### src/hw/cssu_regs.svh
// Constants of the clock source and start-up selector: offsets, fields, counts.
// Assumes a byte-addressed Avalon-MM slave with 32-bit data words.
`ifndef CSSU_REGS_SVH
`define CSSU_REGS_SVH

// ********************************************************
// Register offsets
// ********************************************************
`define CSSU_SEL_OFS    4'h0
`define CSSU_CAL_OFS    4'h4
`define CSSU_STAT_OFS   4'h8
`define CSSU_CMD_OFS    4'hC

// ********************************************************
// Fields
// ********************************************************
`define CSSU_SEL_LSB    0
`define CSSU_SUT_LSB    4
`define CSSU_DIV8_BIT   6
`define CSSU_SLEEP_BIT  0
`define CSSU_CAL_RST    8'h00

// ********************************************************
// Source codes and counts
// ********************************************************
`define CSSU_CODE_RC    4'h2
`define CSSU_CODE_LF    4'h3
`define CSSU_RST_CK     14
`define CSSU_WAKE_INT   6
`define CSSU_WAKE_258   258
`define CSSU_WAKE_1K    1024
`define CSSU_WAKE_16K   16384
`define CSSU_TO_SHORT   512
`define CSSU_TO_LONG    8192

`endif

### src/hw/cssu_pkg.sv
// Types of the clock source and start-up selector.
// Assumes nothing beyond a SystemVerilog compiler.
`default_nettype none
package cssu_pkg;

    typedef enum logic [2:0] {
        ST_LOAD  = 3'b000,
        ST_TOUT  = 3'b001,
        ST_RST14 = 3'b010,
        ST_RUN   = 3'b011,
        ST_SLEEP = 3'b100,
        ST_WAKE  = 3'b101,
        ST_BAD   = 3'b110
    } cssu_state_t;

    typedef struct packed {
        logic        read;
        logic        write;
        logic [3:0]  address;
        logic [31:0] writedata;
        logic [3:0]  byteenable;
    } cssu_av_req_t;

    typedef struct packed {
        logic        waitrequest;
        logic [31:0] readdata;
    } cssu_av_rsp_t;

    typedef struct packed {
        logic [3:0] sel;
        logic [1:0] startup_time_fuses;
        logic       div8;
        logic       rstdis;
        logic [7:0] cal;
    } cssu_fuse_t;

    typedef struct packed {
        logic       rc_en;
        logic       lf_en;
        logic       xtal_en;
        logic [2:0] amp_mode;
        logic [7:0] cal;
        logic       wdt_en;
        logic       clk_en;
    } cssu_osc_t;

    typedef struct packed {
        logic        valid;
        logic [14:0] wake;
        logic [1:0]  tout;
    } cssu_opt_t;

endpackage
`default_nettype wire

### src/hw/cssu_top.sv
// Clock source select and start-up sequencer with an Avalon-MM register port.
// Assumes source and watchdog ticks are one-cycle pulses synchronous to clk_i.
//
// Chosen here: the Avalon-MM register port and the address map.
`default_nettype none
`include "cssu_regs.svh"

module cssu_top
    import cssu_pkg::*;
#(
    parameter int TO_SHORT = `CSSU_TO_SHORT,
    parameter int TO_LONG  = `CSSU_TO_LONG
) (
    input  wire logic         clk_i,
    input  wire logic         rstn_i,
    input  wire cssu_fuse_t   fuse_i,
    input  wire logic         src_tick_i,
    input  wire logic         wdt_tick_i,
    input  wire logic         wake_i,
    input  wire cssu_av_req_t av_req_i,
    output var  cssu_av_rsp_t av_rsp_o,
    output var  cssu_osc_t    osc_o,
    output var  cssu_state_t  state_o
);

    // ********************************************************
    // State
    // ********************************************************
    typedef struct packed {
        cssu_state_t  st;
        logic [3:0]   sel;
        logic [1:0]   startup_time_fuses;
        logic         div8;
        logic         rstdis;
        logic [14:0]  cnt;
        logic [2:0]   dcnt;
        cssu_osc_t    osc;
        cssu_av_rsp_t rsp;
    } cssu_regs_t;

    cssu_regs_t r;
    cssu_regs_t r_nxt;

    // ********************************************************
    // Option decode
    // ********************************************************
    // tout: 0 none, 1 short, 2 long
    // Crystal options by {select bit 0, start-up code}:
    //   0 00: 258 wake, short time-out
    //   0 01: 258 wake, long time-out
    //   0 10: 1024 wake, no time-out
    //   0 11: 1024 wake, short time-out
    //   1 00: 1024 wake, long time-out
    //   1 01: 16384 wake, no time-out
    //   1 10: 16384 wake, short time-out
    //   1 11: 16384 wake, long time-out
    // Options without a time-out are refused while the reset pin is disabled,
    // since nothing else would then guard the supply ramp.
    function automatic cssu_opt_t decode(
        input logic [3:0] sel,
        input logic [1:0] startup_time_fuses,
        input logic       rstdis
    );
        cssu_opt_t o;
        o.valid = 1'b1;
        o.wake  = 15'(`CSSU_WAKE_INT);
        o.tout  = startup_time_fuses;
        if (sel == `CSSU_CODE_RC || sel == `CSSU_CODE_LF) begin
            if (startup_time_fuses == 2'b11) begin
                o.valid = 1'b0;
            end
        end else if (sel[3]) begin
            case ({sel[0], startup_time_fuses})
                3'b000: begin
                    o.wake = 15'(`CSSU_WAKE_258);
                    o.tout = 2'd1;
                end
                3'b001: begin
                    o.wake = 15'(`CSSU_WAKE_258);
                    o.tout = 2'd2;
                end
                3'b010: begin
                    o.wake = 15'(`CSSU_WAKE_1K);
                    o.tout = 2'd0;
                end
                3'b011: begin
                    o.wake = 15'(`CSSU_WAKE_1K);
                    o.tout = 2'd1;
                end
                3'b100: begin
                    o.wake = 15'(`CSSU_WAKE_1K);
                    o.tout = 2'd2;
                end
                3'b101: begin
                    o.wake = 15'(`CSSU_WAKE_16K - 1);
                    o.tout = 2'd0;
                end
                3'b110: begin
                    o.wake = 15'(`CSSU_WAKE_16K - 1);
                    o.tout = 2'd1;
                end
                default: begin
                    o.wake = 15'(`CSSU_WAKE_16K - 1);
                    o.tout = 2'd2;
                end
            endcase
        end else begin
            // External clock and low-frequency crystal are not served here
            o.valid = 1'b0;
        end
        if (rstdis && o.tout == 2'd0) begin
            o.valid = 1'b0;
        end
        return o;
    endfunction

    // 16384 is stored in the 15-bit field as its last index; the other wake counts are reduced by one here
    function automatic logic [14:0] last_idx(input cssu_opt_t o);
        logic [14:0] v;
        v = (o.wake == 15'(`CSSU_WAKE_16K - 1)) ? o.wake : o.wake - 15'h0001;
        return v;
    endfunction

    // ********************************************************
    // Source enables
    // ********************************************************
    function automatic cssu_osc_t src_enables(
        input cssu_osc_t  cur,
        input logic [3:0] sel,
        input logic       on
    );
        cssu_osc_t o;
        o          = cur;
        o.rc_en    = on && sel == `CSSU_CODE_RC;
        o.lf_en    = on && sel == `CSSU_CODE_LF;
        o.xtal_en  = on && sel[3];
        o.amp_mode = sel[3:1];
        return o;
    endfunction

    cssu_opt_t opt;
    logic      req;
    logic      acc;
    logic      wr_lane;
    logic [31:0] rd_val;

    assign opt     = decode(r.sel, r.startup_time_fuses, r.rstdis);
    assign req     = av_req_i.read || av_req_i.write;
    assign acc     = req && !r.rsp.waitrequest;
    assign wr_lane = av_req_i.write && av_req_i.byteenable[0] && acc;

    // ********************************************************
    // Read mux
    // ********************************************************
    always_comb begin
        rd_val = 32'h0000_0000;
        case (av_req_i.address)
            `CSSU_SEL_OFS: begin
                rd_val[`CSSU_SEL_LSB +: 4] = r.sel;
                rd_val[`CSSU_SUT_LSB +: 2] = r.startup_time_fuses;
                rd_val[`CSSU_DIV8_BIT]     = r.div8;
            end
            `CSSU_CAL_OFS: begin
                rd_val[7:0] = r.osc.cal;
            end
            `CSSU_STAT_OFS: begin
                rd_val[2:0] = r.st;
                rd_val[3]   = r.osc.clk_en;
                rd_val[4]   = !opt.valid;
            end
            default: begin
                rd_val = 32'h0000_0000;
            end
        endcase
    end

    // ********************************************************
    // Next state
    // ********************************************************
    always_comb begin
        r_nxt            = r;
        r_nxt.osc.wdt_en = 1'b1;
        r_nxt.osc.clk_en = 1'b0;

        // Answer one cycle after the request is seen, for exactly one cycle
        r_nxt.rsp.waitrequest = !(req && r.rsp.waitrequest);
        if (req && r.rsp.waitrequest && av_req_i.read) begin
            r_nxt.rsp.readdata = rd_val;
        end

        if (wr_lane) begin
            case (av_req_i.address)
                `CSSU_SEL_OFS: begin
                    // Source and start-up code take effect at the next wake; div8 takes effect at once, mid-run
                    r_nxt.sel  = av_req_i.writedata[`CSSU_SEL_LSB +: 4];
                    r_nxt.startup_time_fuses  = av_req_i.writedata[`CSSU_SUT_LSB +: 2];
                    r_nxt.div8 = av_req_i.writedata[`CSSU_DIV8_BIT];
                end
                `CSSU_CAL_OFS: begin
                    r_nxt.osc.cal = av_req_i.writedata[7:0];
                end
                default: begin
                end
            endcase
        end

        case (r.st)
            ST_LOAD: begin
                // Fuses are straps, caught on the first clock after reset
                r_nxt.sel     = fuse_i.sel;
                r_nxt.startup_time_fuses     = fuse_i.startup_time_fuses;
                r_nxt.div8    = fuse_i.div8;
                r_nxt.rstdis  = fuse_i.rstdis;
                r_nxt.osc.cal = fuse_i.cal;
                r_nxt.cnt     = 15'h0000;
                r_nxt.st      = ST_TOUT;
            end
            ST_TOUT: begin
                r_nxt.osc = src_enables(r_nxt.osc, r.sel, opt.valid);
                if (!opt.valid) begin
                    r_nxt.st = ST_BAD;
                end else if (opt.tout == 2'd0) begin
                    r_nxt.st  = ST_RST14;
                    r_nxt.cnt = 15'h0000;
                end else if (wdt_tick_i) begin
                    r_nxt.cnt = r.cnt + 15'h0001;
                    if ((opt.tout == 2'd1 && r.cnt == 15'(TO_SHORT - 1)) ||
                        (opt.tout == 2'd2 && r.cnt == 15'(TO_LONG - 1))) begin
                        r_nxt.st  = ST_RST14;
                        r_nxt.cnt = 15'h0000;
                    end
                end
            end
            ST_RST14: begin
                if (src_tick_i) begin
                    r_nxt.cnt = r.cnt + 15'h0001;
                    if (r.cnt == 15'(`CSSU_RST_CK - 1)) begin
                        r_nxt.st   = ST_RUN;
                        r_nxt.dcnt = 3'h0;
                    end
                end
            end
            ST_RUN: begin
                if (src_tick_i) begin
                    r_nxt.dcnt       = r.dcnt + 3'h1;
                    r_nxt.osc.clk_en = !r.div8 || r.dcnt == 3'h7;
                end
                if (wr_lane && av_req_i.address == `CSSU_CMD_OFS &&
                    av_req_i.writedata[`CSSU_SLEEP_BIT]) begin
                    r_nxt.st         = ST_SLEEP;
                    r_nxt.osc.clk_en = 1'b0;
                end
            end
            ST_SLEEP: begin
                r_nxt.osc = src_enables(r_nxt.osc, r.sel, 1'b0);
                if (wake_i) begin
                    r_nxt.osc = src_enables(r_nxt.osc, r.sel, opt.valid);
                    r_nxt.cnt = 15'h0000;
                    r_nxt.st  = opt.valid ? ST_WAKE : ST_BAD;
                end
            end
            ST_WAKE: begin
                if (src_tick_i) begin
                    r_nxt.cnt = r.cnt + 15'h0001;
                    if (r.cnt == last_idx(opt)) begin
                        r_nxt.st   = ST_RUN;
                        r_nxt.dcnt = 3'h0;
                    end
                end
            end
            ST_BAD: begin
                // Refused option: clock stays gated until software fixes the code and a wake arrives
                r_nxt.osc = src_enables(r_nxt.osc, r.sel, 1'b0);
                if (wake_i && opt.valid) begin
                    r_nxt.osc = src_enables(r_nxt.osc, r.sel, 1'b1);
                    r_nxt.cnt = 15'h0000;
                    r_nxt.st  = ST_WAKE;
                end
            end
            default: begin
                r_nxt.st = ST_LOAD;
            end
        endcase
    end

    // ********************************************************
    // Registers
    // ********************************************************
    always_ff @(posedge clk_i or negedge rstn_i) begin
        if (!rstn_i) begin
            r                 <= '0;
            r.st              <= ST_LOAD;
            r.sel             <= `CSSU_CODE_RC;
            r.startup_time_fuses             <= 2'b10;
            r.div8            <= 1'b1;
            r.osc.cal         <= `CSSU_CAL_RST;
            r.osc.wdt_en      <= 1'b1;
            r.rsp.waitrequest <= 1'b1;
        end else begin
            r <= r_nxt;
        end
    end

    assign av_rsp_o = r.rsp;
    assign osc_o    = r.osc;
    assign state_o  = r.st;

endmodule
`default_nettype wire
### config.mk
export PLATFORM = sky130hd
export DESIGN_NAME = cssu_top
export DESIGN_NICKNAME = d
export VERILOG_FILES = /design/src/hw/cssu_pkg.sv /design/src/hw/cssu_top.sv
export VERILOG_INCLUDE_DIRS = /design/src /design/src/hw
export SDC_FILE = /design/constraint.sdc
export NUM_CORES = 1
export LEC_CHECK = 0
export ABC_AREA = 1
export BUFFER_PORTS_ARGS = -buffer_cell sky130_fd_sc_hd__clkbuf_2
export CAP_MARGIN = 20
export CELL_PAD_IN_SITES_DETAIL_PLACEMENT = 0
export CELL_PAD_IN_SITES_GLOBAL_PLACEMENT = 1
export CORE_UTILIZATION = 40
export CTS_CLUSTER_DIAMETER = 80
export CTS_CLUSTER_SIZE = 16
export DETAILED_ROUTE_END_ITERATION = 8
export PLACE_DENSITY_LB_ADDON = 0.1
export SLEW_MARGIN = 20
export SYNTH_ARGS = -nofsm -noshare
export SYNTH_HDL_FRONTEND = slang
export SYNTH_SLANG_ARGS = --single-unit
### constraint.sdc
create_clock -name clk_i -period 4.23 [get_ports clk_i]
set_clock_uncertainty 0.1 [all_clocks]
set_input_delay 0 -clock clk_i [delete_from_list [all_inputs] [get_ports clk_i]]
set_output_delay 0 -clock clk_i [all_outputs]
set_load 0.005 [all_outputs]
==> Word-level counts from Yosys, hierarchy flattened <==
Index checks and enable logic that the tools add are counted.
Widths: inputs -> output; s select.
{ "classes": {"n_mux": 50, "n_addsub": 3, "reduce_logical": 35, "n_eq_ne": 38} }
{ "ops": {"columns": ["cell", "count"], "rows": [
  ["$pmux 16 s7", 1],
  ["$mux 15", 7],
  ["$pmux 15 s6", 1],
  ["$mux 3", 14],
  ["$mux 18", 2],
  ["$mux 17", 2],
  ["$mux 16", 2],
  ["$mux 8", 3],
  ["$pmux 8 s3", 1],
  ["$eq 3x3->1 const B", 7],
  ["$pmux 3 s7", 1],
  ["$ne 2x2->1 const B", 9],
  ["$pmux 6 s3", 1],
  ["$add 15x1->15 const B", 1],
  ["$eq 15x13->1 const B", 1],
  ["$eq 15x14->1 const B", 1],
  ["$eq 15x15->1", 1],
  ["$eq 15x4->1 const B", 1],
  ["$eq 15x9->1 const B", 1],
  ["$pmux 5 s3", 1],
  ["$sub 15x1->15 const B", 1],
  ["$logic_and 1x1->1", 14],
  ["$mux 7", 2],
  ["$eq 3x2->1 const B", 4],
  ["other kinds (27)", 47]
]} }
{ "totals": {"word_cells": 142, "out_inout_bits": 52, "inputBits": 63, "reg_bits": 54} }

==> Depth between registers and ports, before layout <==
Gate-level depths: netlist (run 1).
{ "depth": {"word_depth": 12, "ltp_mapped": 18, "depth_no_buf": 17} }

==> Least setup slack after synthesis (run 1) <==
OpenSTA, ideal clock, no wires.
{ "synth_timing": {"path_kind": "register to register", "start": "register r[70] (netlist bit)", "end": "register r (netlist bit state_o[0])", "stages_incl_launch_ff": 17, "path_buffers": 0, "synth_period_minus_slack_ns": 2.454, "t_required_ns": 4.013, "setup_ns": 0.117, "path_slack_ns": 1.776, "arrival_ns": 2.237, "path_cell_list": "dfstp_2 -> inv_1 -> nand2_1 -> nand2_2 -> ha_1 -> inv_1 -> nor2_1 -> ha_1 -> nand3b_1 -> nand4_1 -> nand2_1 -> inv_1 -> nand3_1 -> a21oi_2 -> nand2_1 -> nand2_1 -> nand2_1"} }
{ "synth_via": {"elab_chain_cells": 10, "elab_cells_between_ends": 36, "cone_classes": "1 x add/sub; 15 x eq/ne; 12 x mux; 8 x reduce/logical"} }
{ "synth_rtl": {"columns": ["element", "line_no", "source"], "rows": [
  ["from (decl)", "cssu_top.sv:41", "cssu_regs_t r;"],
  ["from (signal assigned)", "cssu_top.sv:300", "r <= r_nxt;"],
  ["branches (longest 10 deep; another with $sub 15x1->15)", null, null]
]} }
Several ways; the timed one is not identified. The select of a mux whose other input is x is not followed.
A chain may end at the register's enable or synchronous reset.

==> Worst setup path after layout (run 1) <==
{ "layout_timing": {"start": "register r[70] (netlist bit)", "end": "register r (netlist bit state_o[2])"} }
{ "layout_via": {"elab_chain_cells": 10, "elab_cells_between_ends": 34, "cone_classes": "1 x add/sub; 15 x eq/ne; 10 x mux; 8 x reduce/logical"} }
{ "layout_rtl": {"columns": ["element"], "rows": [
  ["branches (longest 10 deep; another with $sub 15x1->15)"]
]} }
Several ways; the timed one is not identified.

==> impl_metrics.json, run 1 <==
{
  "dr.first_iter.drc_count": 162,
  "synth-simple-area-share_pct": 37.1,
  "remaining_drc_errors": 0,
  "start_kind": "register",
  "hold_viol_final": 0,
  "postSynthCellCount": 597,
  "grt_setup_unrepaired": "no",
  "largest_net_degree_at_the_start_of_global_routing": 54,
  "via_count_of_the_first_global_routing_pass": 3659,
  "status": "completed",
  "die_y_um": 103,
  "io_buffer_count": 62,
  "cp_common_cell": "sky130_fd_sc_hd__nand2_1",
  "place.detailed.hpwl_um": 8100,
  "final.period_utilization_pct": 70.0,
  "post-route-min-period_ns": 2.96,
  "die-width_um": 103,
  "grt_first_pass_wirelength_um": 18300,
  "cts_root_buffer": "sky130_fd_sc_hd__clkbuf_8",
  "floorplan.die_area_um2": 10500,
  "critical_path.n_buffers_inverters": 2,
  "fillCellCount": 1052,
  "layout.cells.non_filler": 794,
  "clk_pin_slew_worst_paths_ns": 0.11,
  "cp.arrival_ns": 3.07,
  "yosys_warnings": 0,
  "worst-setup-path-type": "register to register",
  "synth_compound_gate_area_share_pct": 9.09,
  "slew_viol_final": 0,
  "area_added_between_synthesis_and_finish_pct": 14.2,
  "dr.pass1.iters": 4,
  "design.final.nets": 729,
  "timing.reg2reg.worst_path_depth": 15,
  "synth_area_per_cell_um2": 6.78,
  "max_freq_mhz": 338,
  "setup_tns_ns": 0,
  "crit-reg2reg-launch": "r[70]",
  "routed_wirelength_um": 11100,
  "detail-route-antenna-nets": 0,
  "grt_usage_pct": 22.5,
  "end_kind": "register",
  "wl_per_cell_um": 14.0,
  "synthMuxAreaShare_pct": 0,
  "vias_per_cell": 4.94,
  "clock_latency_ns": 0.31,
  "hold_class": "input pin to register",
  "reg2reg_setup_slack_ns": 1.27,
  "h-tree-depth": 2,
  "critical_path.top_delay_family": "simple AND/OR/NAND/NOR gates",
  "critical_path.reg2reg.endpoint": "state_o[2]",
  "antenna_cells_inserted": 0,
  "grt_antenna_before_repair": 0,
  "peak_per_stage_delay_on_the_critical_path_ns": 0.59,
  "min_from": "av_req_i[39]",
  "clock_sinks": 53,
  "start_util_pct": 41.4,
  "synth_adder_area_share_pct": 1.85,
  "holdPathEnd": "osc_o[0]",
  "power.static_leakage_nw": 2.35,
  "vdd.ir_drop.worst_v": 0.000290,
  "max_slew_margin_pct": 41.1,
  "post_cts.repair.setup_buffers": 0,
  "cts_made_buffers": 5,
  "tritoncts": "done",
  "place_inst": 750,
  "final_layout_size_suffix_gt1_share_pct": 15.3,
  "crit_slowest_cell": "sky130_fd_sc_hd__dfstp_2",
  "synth_sequential_area_ratio_pct": 32.9,
  "netlist_area_before_placement_um2": 4050,
  "crit_chain": "inv_1 > nand2_1 > nand2_2 > ha_1 > inv_1 > nor2_1 > ha_1 > nand2_1 > o21ai_0 > nor2_1 > nand3_1 > a21oi_2 > nand2_1 > nand2_1 > nand2_1",
  "cts.path.max_buffers": 2,
  "cts_hold_repair.buffers": 36,
  "setup-violations-final": 0,
  "io_pins": 115,
  "placeableCoreArea_um2": 9770,
  "drv.max_cap_violation_count": 0,
  "synth_cell_type_count": 39,
  "overflow": 0,
  "num_vias": 3926,
  "worst_pin_slew_ns": 0.880,
  "synthXorXnorAreaFrac_pct": 1.51,
  "largest_family_of_logic_cells_by_synthesized_area": "simple AND/OR/NAND/NOR gates",
  "num_rows": 36,
  "critical_path.max_fanout": 9,
  "final_replace_weighted_congestion": 0.891,
  "synthesized_flop_and_latch_total": 53,
  "worst-endpoint-required_ns": 4.34,
  "whs_path_depth": 4,
  "powerDensity_nw_per_um2": 613,
  "cts_resized": 0
}
## registers in the layout (all words and copies together), names as in the netlist
signal and flops:
av_rsp_o 9, osc_o 15, r 26, state_o 3
## cell usage in the layout (no fill, tap or decap), drive strengths merged, types with 4 or more instances in the layout
master | synthesis | layout
nand3b | 6 | 6
clkbuf | 5 | 68
a31oi | 6 | 6
nor2 | 68 | 68
inv | 58 | 59
a221oi | 4 | 4
dfrtp | 49 | 49
nand4 | 21 | 21
dfstp | 4 | 4
conb | 2 | 25
a21oi | 6 | 6
ha | 6 | 6
o21ai | 33 | 33
o211ai | 4 | 4
o22ai | 4 | 4
nand3 | 36 | 36
dlygate4sd3 | 0 | 36
nand2 | 195 | 195
xor2 | 7 | 7
nor3 | 12 | 12
## logic make-up (layout without fill, tap and decap cells)
| kind of cell | after synthesis | in the layout |
|---|---|---|
| AOI/OAI and AO/OA | 62 | 62 |
| other | 2 | 25 |
| DFF | 53 | 53 |
| and+or+nand+nor | 341 | 341 |
| xor gates and xnor gates | 7 | 7 |
| buffers and inverters | 126 | 167 |
| adders and majority gates | 6 | 6 |
## power by group
group | leakage [nW] | internal [mW] | switching (mW)
Sequential | 0.683 | 0.669 | 0.176
Clock | 0.0558 | 0.180 | 0.186
Combinational | 1.61 | 0.588 | 1.04
Total | 2.35 | 1.44 | 1.40
## synth_stat cells, drive strengths merged
cell	number	area (um^2)
a21boi	1	7.51
a21oi	6	33.8
a221oi	4	35.0
a22o	1	8.76
a31oi	6	37.5
buf	63	463
clkbuf	5	18.8
conb	2	7.51
dfrtp	49	1230
dfstp	4	105
ha	6	75.1
inv	58	220
nand2	195	764
nand3	36	185
nand3b	6	45.0
nand4	21	146
nor2	68	279
nor3	12	60.1
nor3b	1	7.51
o211ai	4	30.0
o21ai	33	165
o22ai	4	25.0
o311ai	2	17.5
o31ai	1	7.51
or2	2	15.0
xor2	7	61.3
## layer usage
layer,track usage (%),routed length [um],part of all wire (%)
met5,0,0,0
met4,6.70,194,1.7
met2,36.3,5020,45
met3,2.92,391,3.5
met1,31.5,5490,49
## area by class of cell
type                    instances  area (um^2)  area share, %
well taps                     133          166           3.60
repair buffers                101          693           15.0
inverters                      58          220           4.76
clock buffers                   6         72.6           1.57
multi-input cells             441         2100           45.4
flip-flops and latches         53         1330           28.8
clock inverters                 2         38.8          0.839
## metrics by stage
step           area, um^2  power [mW]  worst slack [ns]  util (%)  hold slack (ns)
2_1_floorplan        4130        2.05              1.78         -           -0.396
3_3_place_gp         4150        2.32              1.34      42.5           0.0874
3_5_place_dp         4150        2.33              1.30      42.5           0.0918
4_1_cts              4620        2.85              1.28      47.3           0.0472
5_1_grt              4620        3.11             0.960      47.3           0.0719
6_report             4620        2.83              1.27      47.3           0.0484
## tightest hold or removal path, stage by stage
cell and delay [ns]:
sky130_fd_sc_hd__clkbuf_2 0.10, sky130_fd_sc_hd__nand4_1 0.10, sky130_fd_sc_hd__o21ai_0 0.10, sky130_fd_sc_hd__nor2_1 0.12
## worst max-delay path by stage
stage / cells past startpoint / from / slack [ns] / endpoint
floorplan: 16 / r[70] / 1.78 / state_o[0]
global placement: 16 / r[70] / 1.34 / state_o[2]
detailed placement: 15 / r[70] / 1.30 / state_o[2]
CTS: 16 / r[70] / 1.28 / state_o[2]
global route: 15 / r[70] / 0.96 / state_o[2]
finish: 15 / r[70] / 1.27 / state_o[2]
No activity file was read; power rests on OpenSTA's default activity.
==> run 2: changes to the inputs <==
Settings changed: CORE_UTILIZATION 40 to 37.
Clock period 4.23 ns to 2.9 ns, I/O delays scaled along.
==> impl_metrics.json, run 2 (synthesis gave the netlist of run 1 again) <==
{
  "cts.path.max_buffers": 2,
  "h-tree-depth": 2,
  "clock_latency_ns": 0.32,
  "start_kind": "register",
  "tritoncts": "done",
  "worst-endpoint-required_ns": 3.06,
  "hold_viol_final": 0,
  "wl_per_cell_um": 13.9,
  "final_core_util_pct": 45.2,
  "clock_sinks": 53,
  "via_count_of_the_first_global_routing_pass": 3756,
  "overflow": 0,
  "worst-setup-path-type": "register to register",
  "cts_root_buffer": "sky130_fd_sc_hd__clkbuf_8",
  "power.static_leakage_nw": 2.41,
  "cp.arrival_ns": 2.83,
  "status": "completed",
  "num_vias": 3922,
  "dr.pass1.iters": 5,
  "powerDensity_nw_per_um2": 901,
  "place_inst": 762,
  "io_buffer_count": 62,
  "routed_wirelength_um": 11200,
  "die-width_um": 107,
  "area_added_between_synthesis_and_finish_pct": 16.9,
  "remaining_drc_errors": 0,
  "design_area_um2": 4730,
  "cts_made_buffers": 5,
  "pre_cts_ws_ns": 0.219,
  "grt_first_pass_wirelength_um": 18800,
  "antenna_cells_inserted": 0,
  "finalWorstSetupSlack_ns": 0.232,
  "die_y_um": 107,
  "io_pins": 115,
  "start_util_pct": 38.7,
  "clk_pin_slew_worst_paths_ns": 0.10,
  "final_replace_weighted_congestion": 0.855,
  "final.period_utilization_pct": 92.0,
  "layout.cells.non_filler": 810,
  "critical_path.max_fanout": 6,
  "detail-route-antenna-nets": 0,
  "final_layout_size_suffix_gt1_share_pct": 16.9,
  "end_kind": "register",
  "vdd.ir_drop.worst_v": 0.000481,
  "max_freq_mhz": 375,
  "floorplan.die_area_um2": 11400,
  "drv.max_cap_violation_count": 0,
  "max_slew_margin_pct": 52.4,
  "hold-worst-slack_ns": 0.00285,
  "final_cell_mix": "sky130_fd_sc_hd__nand2_1, sky130_fd_sc_hd__nor2_1, sky130_fd_sc_hd__clkbuf_2",
  "largest_net_degree_at_the_start_of_global_routing": 54,
  "dr.first_iter.drc_count": 190,
  "largest_register": "r",
  "worst_pin_slew_ns": 0.714,
  "grt_usage_pct": 20.9,
  "place.detailed.hpwl_um": 8480,
  "largest_register_ff_count": 26,
  "slew_viol_final": 0,
  "post-route-min-period_ns": 2.67,
  "setup_tns_ns": 0,
  "fillCellCount": 1169,
  "layout.cells.most_common": "sky130_fd_sc_hd__nand2_1",
  "grt_antenna_before_repair": 0,
  "num_rows": 37,
  "placeableCoreArea_um2": 10500,
  "totalPowerFinal_mw": 4.26,
  "setup-violations-final": 0,
  "placedInstanceArea_um2": 4220,
  "design.final.nets": 742,
  "hold_class": "input pin to register",
  "vias_per_cell": 4.84
}
[run 2: changes by cell type in the layout (fill, tap and decap cells not counted)]
cell / previous run / this run
sky130_fd_sc_hd__a21oi_2: 1 / 0
sky130_fd_sc_hd__inv_6: 1 / 0
sky130_fd_sc_hd__a21oi_4: 0 / 1
sky130_fd_sc_hd__clkinv_4: 0 / 1
sky130_fd_sc_hd__buf_4: 3 / 16
[run 2: repair_timing]
item / CTS / global route
setup endpoints to repair: 0 / 3
resized for setup: 0 / 1
buffers inserted: 0 / 4
hold buffers: 36 / 0
hold endpoints to repair: 71 / 0
[run 2: power breakdown]
part           internal, mW  leakage (nW)  total (mW)  switching (mW)
Combinational         0.968          1.68        2.55            1.58
Sequential            0.976         0.683        1.19           0.211
Clock                 0.260        0.0554       0.524           0.264
[run 2: layout make-up]
class / count / area, um^2 / area share, %
clock buffer: 6 / 72.6 / 1.53
clock inverter: 2 / 38.8 / 0.820
inverter: 58 / 220 / 4.65
multi-input combinational: 441 / 2110 / 44.6
sequential: 53 / 1330 / 28.1
tap: 136 / 170 / 3.60
timing repair buffer: 114 / 791 / 16.7
[run 2: layer usage]
layer / GRT usage, % / vias to the layer above / share of wire [%]
li1: - / 2005 / -
met5: 0 / - / 0
met2: 32.3 / 83 / 44
met1: 30.4 / 1824 / 50
met3: 3.65 / 10 / 4.8
met4: 4.40 / 0 / 0.91
[run 2: path summary, 6_finish.rpt]
path,startpoint,endpoint,slack (ns),cells after the start
setup / recovery,r[70],state_o[1],0.23,16
hold / removal,av_req_i[39],osc_o[0],0.003,4
setup reg to reg,r[70],state_o[1],0.23,16
hold reg to reg,av_rsp_o[32],av_rsp_o[32],0.38,1
max in group asynchronous,rstn_i,r[49],1.98,3
min in group asynchronous,rstn_i,osc_o[3],0.25,3
[run 2: worst max-delay path: stages (launching register included)]
cell	delay (ns)
sky130_fd_sc_hd__dfstp_2	0.58
sky130_fd_sc_hd__nand2_1	0.08
sky130_fd_sc_hd__nand3_1	0.11
sky130_fd_sc_hd__nor2_1	0.05
sky130_fd_sc_hd__ha_1	0.20
sky130_fd_sc_hd__inv_1	0.09
sky130_fd_sc_hd__nor2_1	0.06
sky130_fd_sc_hd__ha_1	0.18
sky130_fd_sc_hd__nand3b_1	0.20
sky130_fd_sc_hd__nand4_1	0.12
sky130_fd_sc_hd__nand2_1	0.06
sky130_fd_sc_hd__inv_1	0.04
sky130_fd_sc_hd__nand3_1	0.17
sky130_fd_sc_hd__a21oi_4	0.26
sky130_fd_sc_hd__buf_4	0.15
sky130_fd_sc_hd__nand3_1	0.07
sky130_fd_sc_hd__nand2_1	0.09
==> run 3: changes to the inputs <==
Settings changed: CORE_UTILIZATION 37 to 30.
==> impl_metrics.json, run 3 (synthesis gave the netlist of run 1 again) <==
{
  "pre_cts_ws_ns": 0.300,
  "hold-worst-slack_ns": 0.0117,
  "final_cell_mix": "sky130_fd_sc_hd__nand2_1, sky130_fd_sc_hd__nor2_1, sky130_fd_sc_hd__clkbuf_2",
  "cts.path.max_buffers": 2,
  "worst_pin_slew_ns": 0.687,
  "start_util_pct": 30.7,
  "max_freq_mhz": 381,
  "dr.first_iter.drc_count": 146,
  "final_layout_size_suffix_gt1_share_pct": 16.9,
  "num_vias": 3916,
  "end_kind": "register",
  "peak_per_stage_delay_on_the_critical_path_ns": 0.47,
  "final_core_util_pct": 36.5,
  "setup-violations-final": 0,
  "power.static_leakage_nw": 2.44,
  "largest_register_ff_count": 26,
  "post-route-min-period_ns": 2.62,
  "cts_root_buffer": "sky130_fd_sc_hd__clkbuf_16",
  "grt_first_pass_wirelength_um": 20100,
  "area_added_between_synthesis_and_finish_pct": 19.1,
  "clock_latency_ns": 0.31,
  "cts_made_buffers": 5,
  "largest_net_degree_at_the_start_of_global_routing": 38,
  "tritoncts": "done",
  "routed_wirelength_um": 12200,
  "h-tree-depth": 2,
  "hold_viol_final": 0,
  "overflow": 0,
  "worst-endpoint-required_ns": 3.05,
  "wl_per_cell_um": 14.3,
  "die_y_um": 118,
  "grt_setup_unrepaired": "no",
  "antenna_cells_inserted": 0,
  "place.detailed.hpwl_um": 9270,
  "hold_class": "input pin to register",
  "start_kind": "register",
  "slew_viol_final": 0,
  "placeableCoreArea_um2": 13200,
  "clk_pin_slew_worst_paths_ns": 0.07,
  "drv.max_cap_violation_count": 0,
  "cts_hold_repair.buffers": 35,
  "cts_resized": 0,
  "final.period_utilization_pct": 90.4,
  "clock_sinks": 53,
  "powerDensity_nw_per_um2": 932,
  "finalWorstSetupSlack_ns": 0.279,
  "vias_per_cell": 4.61,
  "io_pins": 115,
  "dr.pass1.iters": 5,
  "via_count_of_the_first_global_routing_pass": 3851,
  "crit_chain": "nor2_1 > nor2_1 > ha_1 > inv_1 > nor2_1 > ha_1 > nand3b_1 > nand4_1 > nand2_1 > inv_1 > nand3_1 > a21oi_2 > buf_4 > nand3_1 > nand2_1",
  "grt_antenna_before_repair": 0,
  "post_cts.repair.setup_buffers": 0,
  "final_replace_weighted_congestion": 0.838,
  "cp.arrival_ns": 2.77,
  "vdd.ir_drop.worst_v": 0.000346,
  "crit_slowest_cell": "sky130_fd_sc_hd__dfrtp_1",
  "detail-route-antenna-nets": 0,
  "fillCellCount": 1457,
  "remaining_drc_errors": 0,
  "critical_path.max_fanout": 7,
  "design.final.nets": 741,
  "io_buffer_count": 62,
  "layout.cells.most_common": "sky130_fd_sc_hd__nand2_1",
  "setup_tns_ns": 0,
  "worst-setup-path-type": "register to register",
  "status": "completed",
  "cp_common_cell": "sky130_fd_sc_hd__nor2_1",
  "floorplan.die_area_um2": 14000,
  "grt_usage_pct": 18.5,
  "max_slew_margin_pct": 53.8,
  "largest_register": "r",
  "num_rows": 42,
  "die-width_um": 118
}
[run 3: changes by cell type in the layout (fill, tap and decap cells not counted)]
| cell | before | now |
|---|---|---|
| sky130_fd_sc_hd__a21oi_2 | 0 | 1 |
| sky130_fd_sc_hd__a21oi_4 | 1 | 0 |
| sky130_fd_sc_hd__clkbuf_16 | 0 | 5 |
| sky130_fd_sc_hd__clkbuf_8 | 5 | 0 |
| sky130_fd_sc_hd__dlygate4sd3_1 | 36 | 35 |
[run 3: area by class of cell]
class / count / area, um^2 / area share (%)
clock inverter: 2 / 38.8 / 0.805
tap: 176 / 220 / 4.57
multi-input combinational: 441 / 2100 / 43.6
sequential: 53 / 1330 / 27.6
clock buffer: 6 / 129 / 2.67
inverter: 58 / 220 / 4.57
timing repair buffer: 113 / 781 / 16.2
[run 3: path summary, 6_finish.rpt]
kind / slack (ns) / end / cells after the start / startpoint
worst max-delay path: 0.28 / state_o[1] / 15 / r[71]
worst max register to register: 0.28 / state_o[1] / 15 / r[71]
min in group asynchronous: 0.07 / r[66] / 2 / rstn_i
worst min register to register: 0.37 / av_rsp_o[32] / 1 / av_rsp_o[32]
max in group asynchronous: 1.70 / av_rsp_o[32] / 3 / rstn_i
worst min-delay path: 0.01 / osc_o[13] / 3 / wake_i
[run 3: worst max-delay path: cells and delay by family (launching register included)]
kind	cells	cell delay, ns
buffers and inverters	3	0.31
adder cells (fa/ha/maj)	2	0.37
AND/OR/NAND/NOR	9	1.10
AO/OA/AOI/OAI	1	0.21
flip-flops	1	0.47
[run 3: where the power goes]
group          internal (mW)  leakage [nW]  switching (mW)  total (mW)
logic                  0.959          1.67            1.62        2.58
registers              0.977         0.683           0.216        1.19
clock network          0.411        0.0810           0.312       0.723
total                   2.35          2.44            2.15        4.49
[run 3: per-stage QoR]
step           std cells  total power [mW]  instance area [um^2]
6_report             849              4.49                  4820
5_1_grt              849              4.92                  4820
4_1_cts              849              4.55                  4820
3_5_place_dp         806              3.59                  4300
3_3_place_gp         806              3.57                  4300
2_1_floorplan        620              2.99                  4130
[run 3: layer usage]
metal / vias up / track usage (%) / wire length [um]
li1: 1997 / - / -
met1: 1827 / 24.1 / 5690
met2: 83 / 31.7 / 5870
met3: 9 / 3.14 / 489
met4: 0 / 4.57 / 133
met5: - / 0 / 0
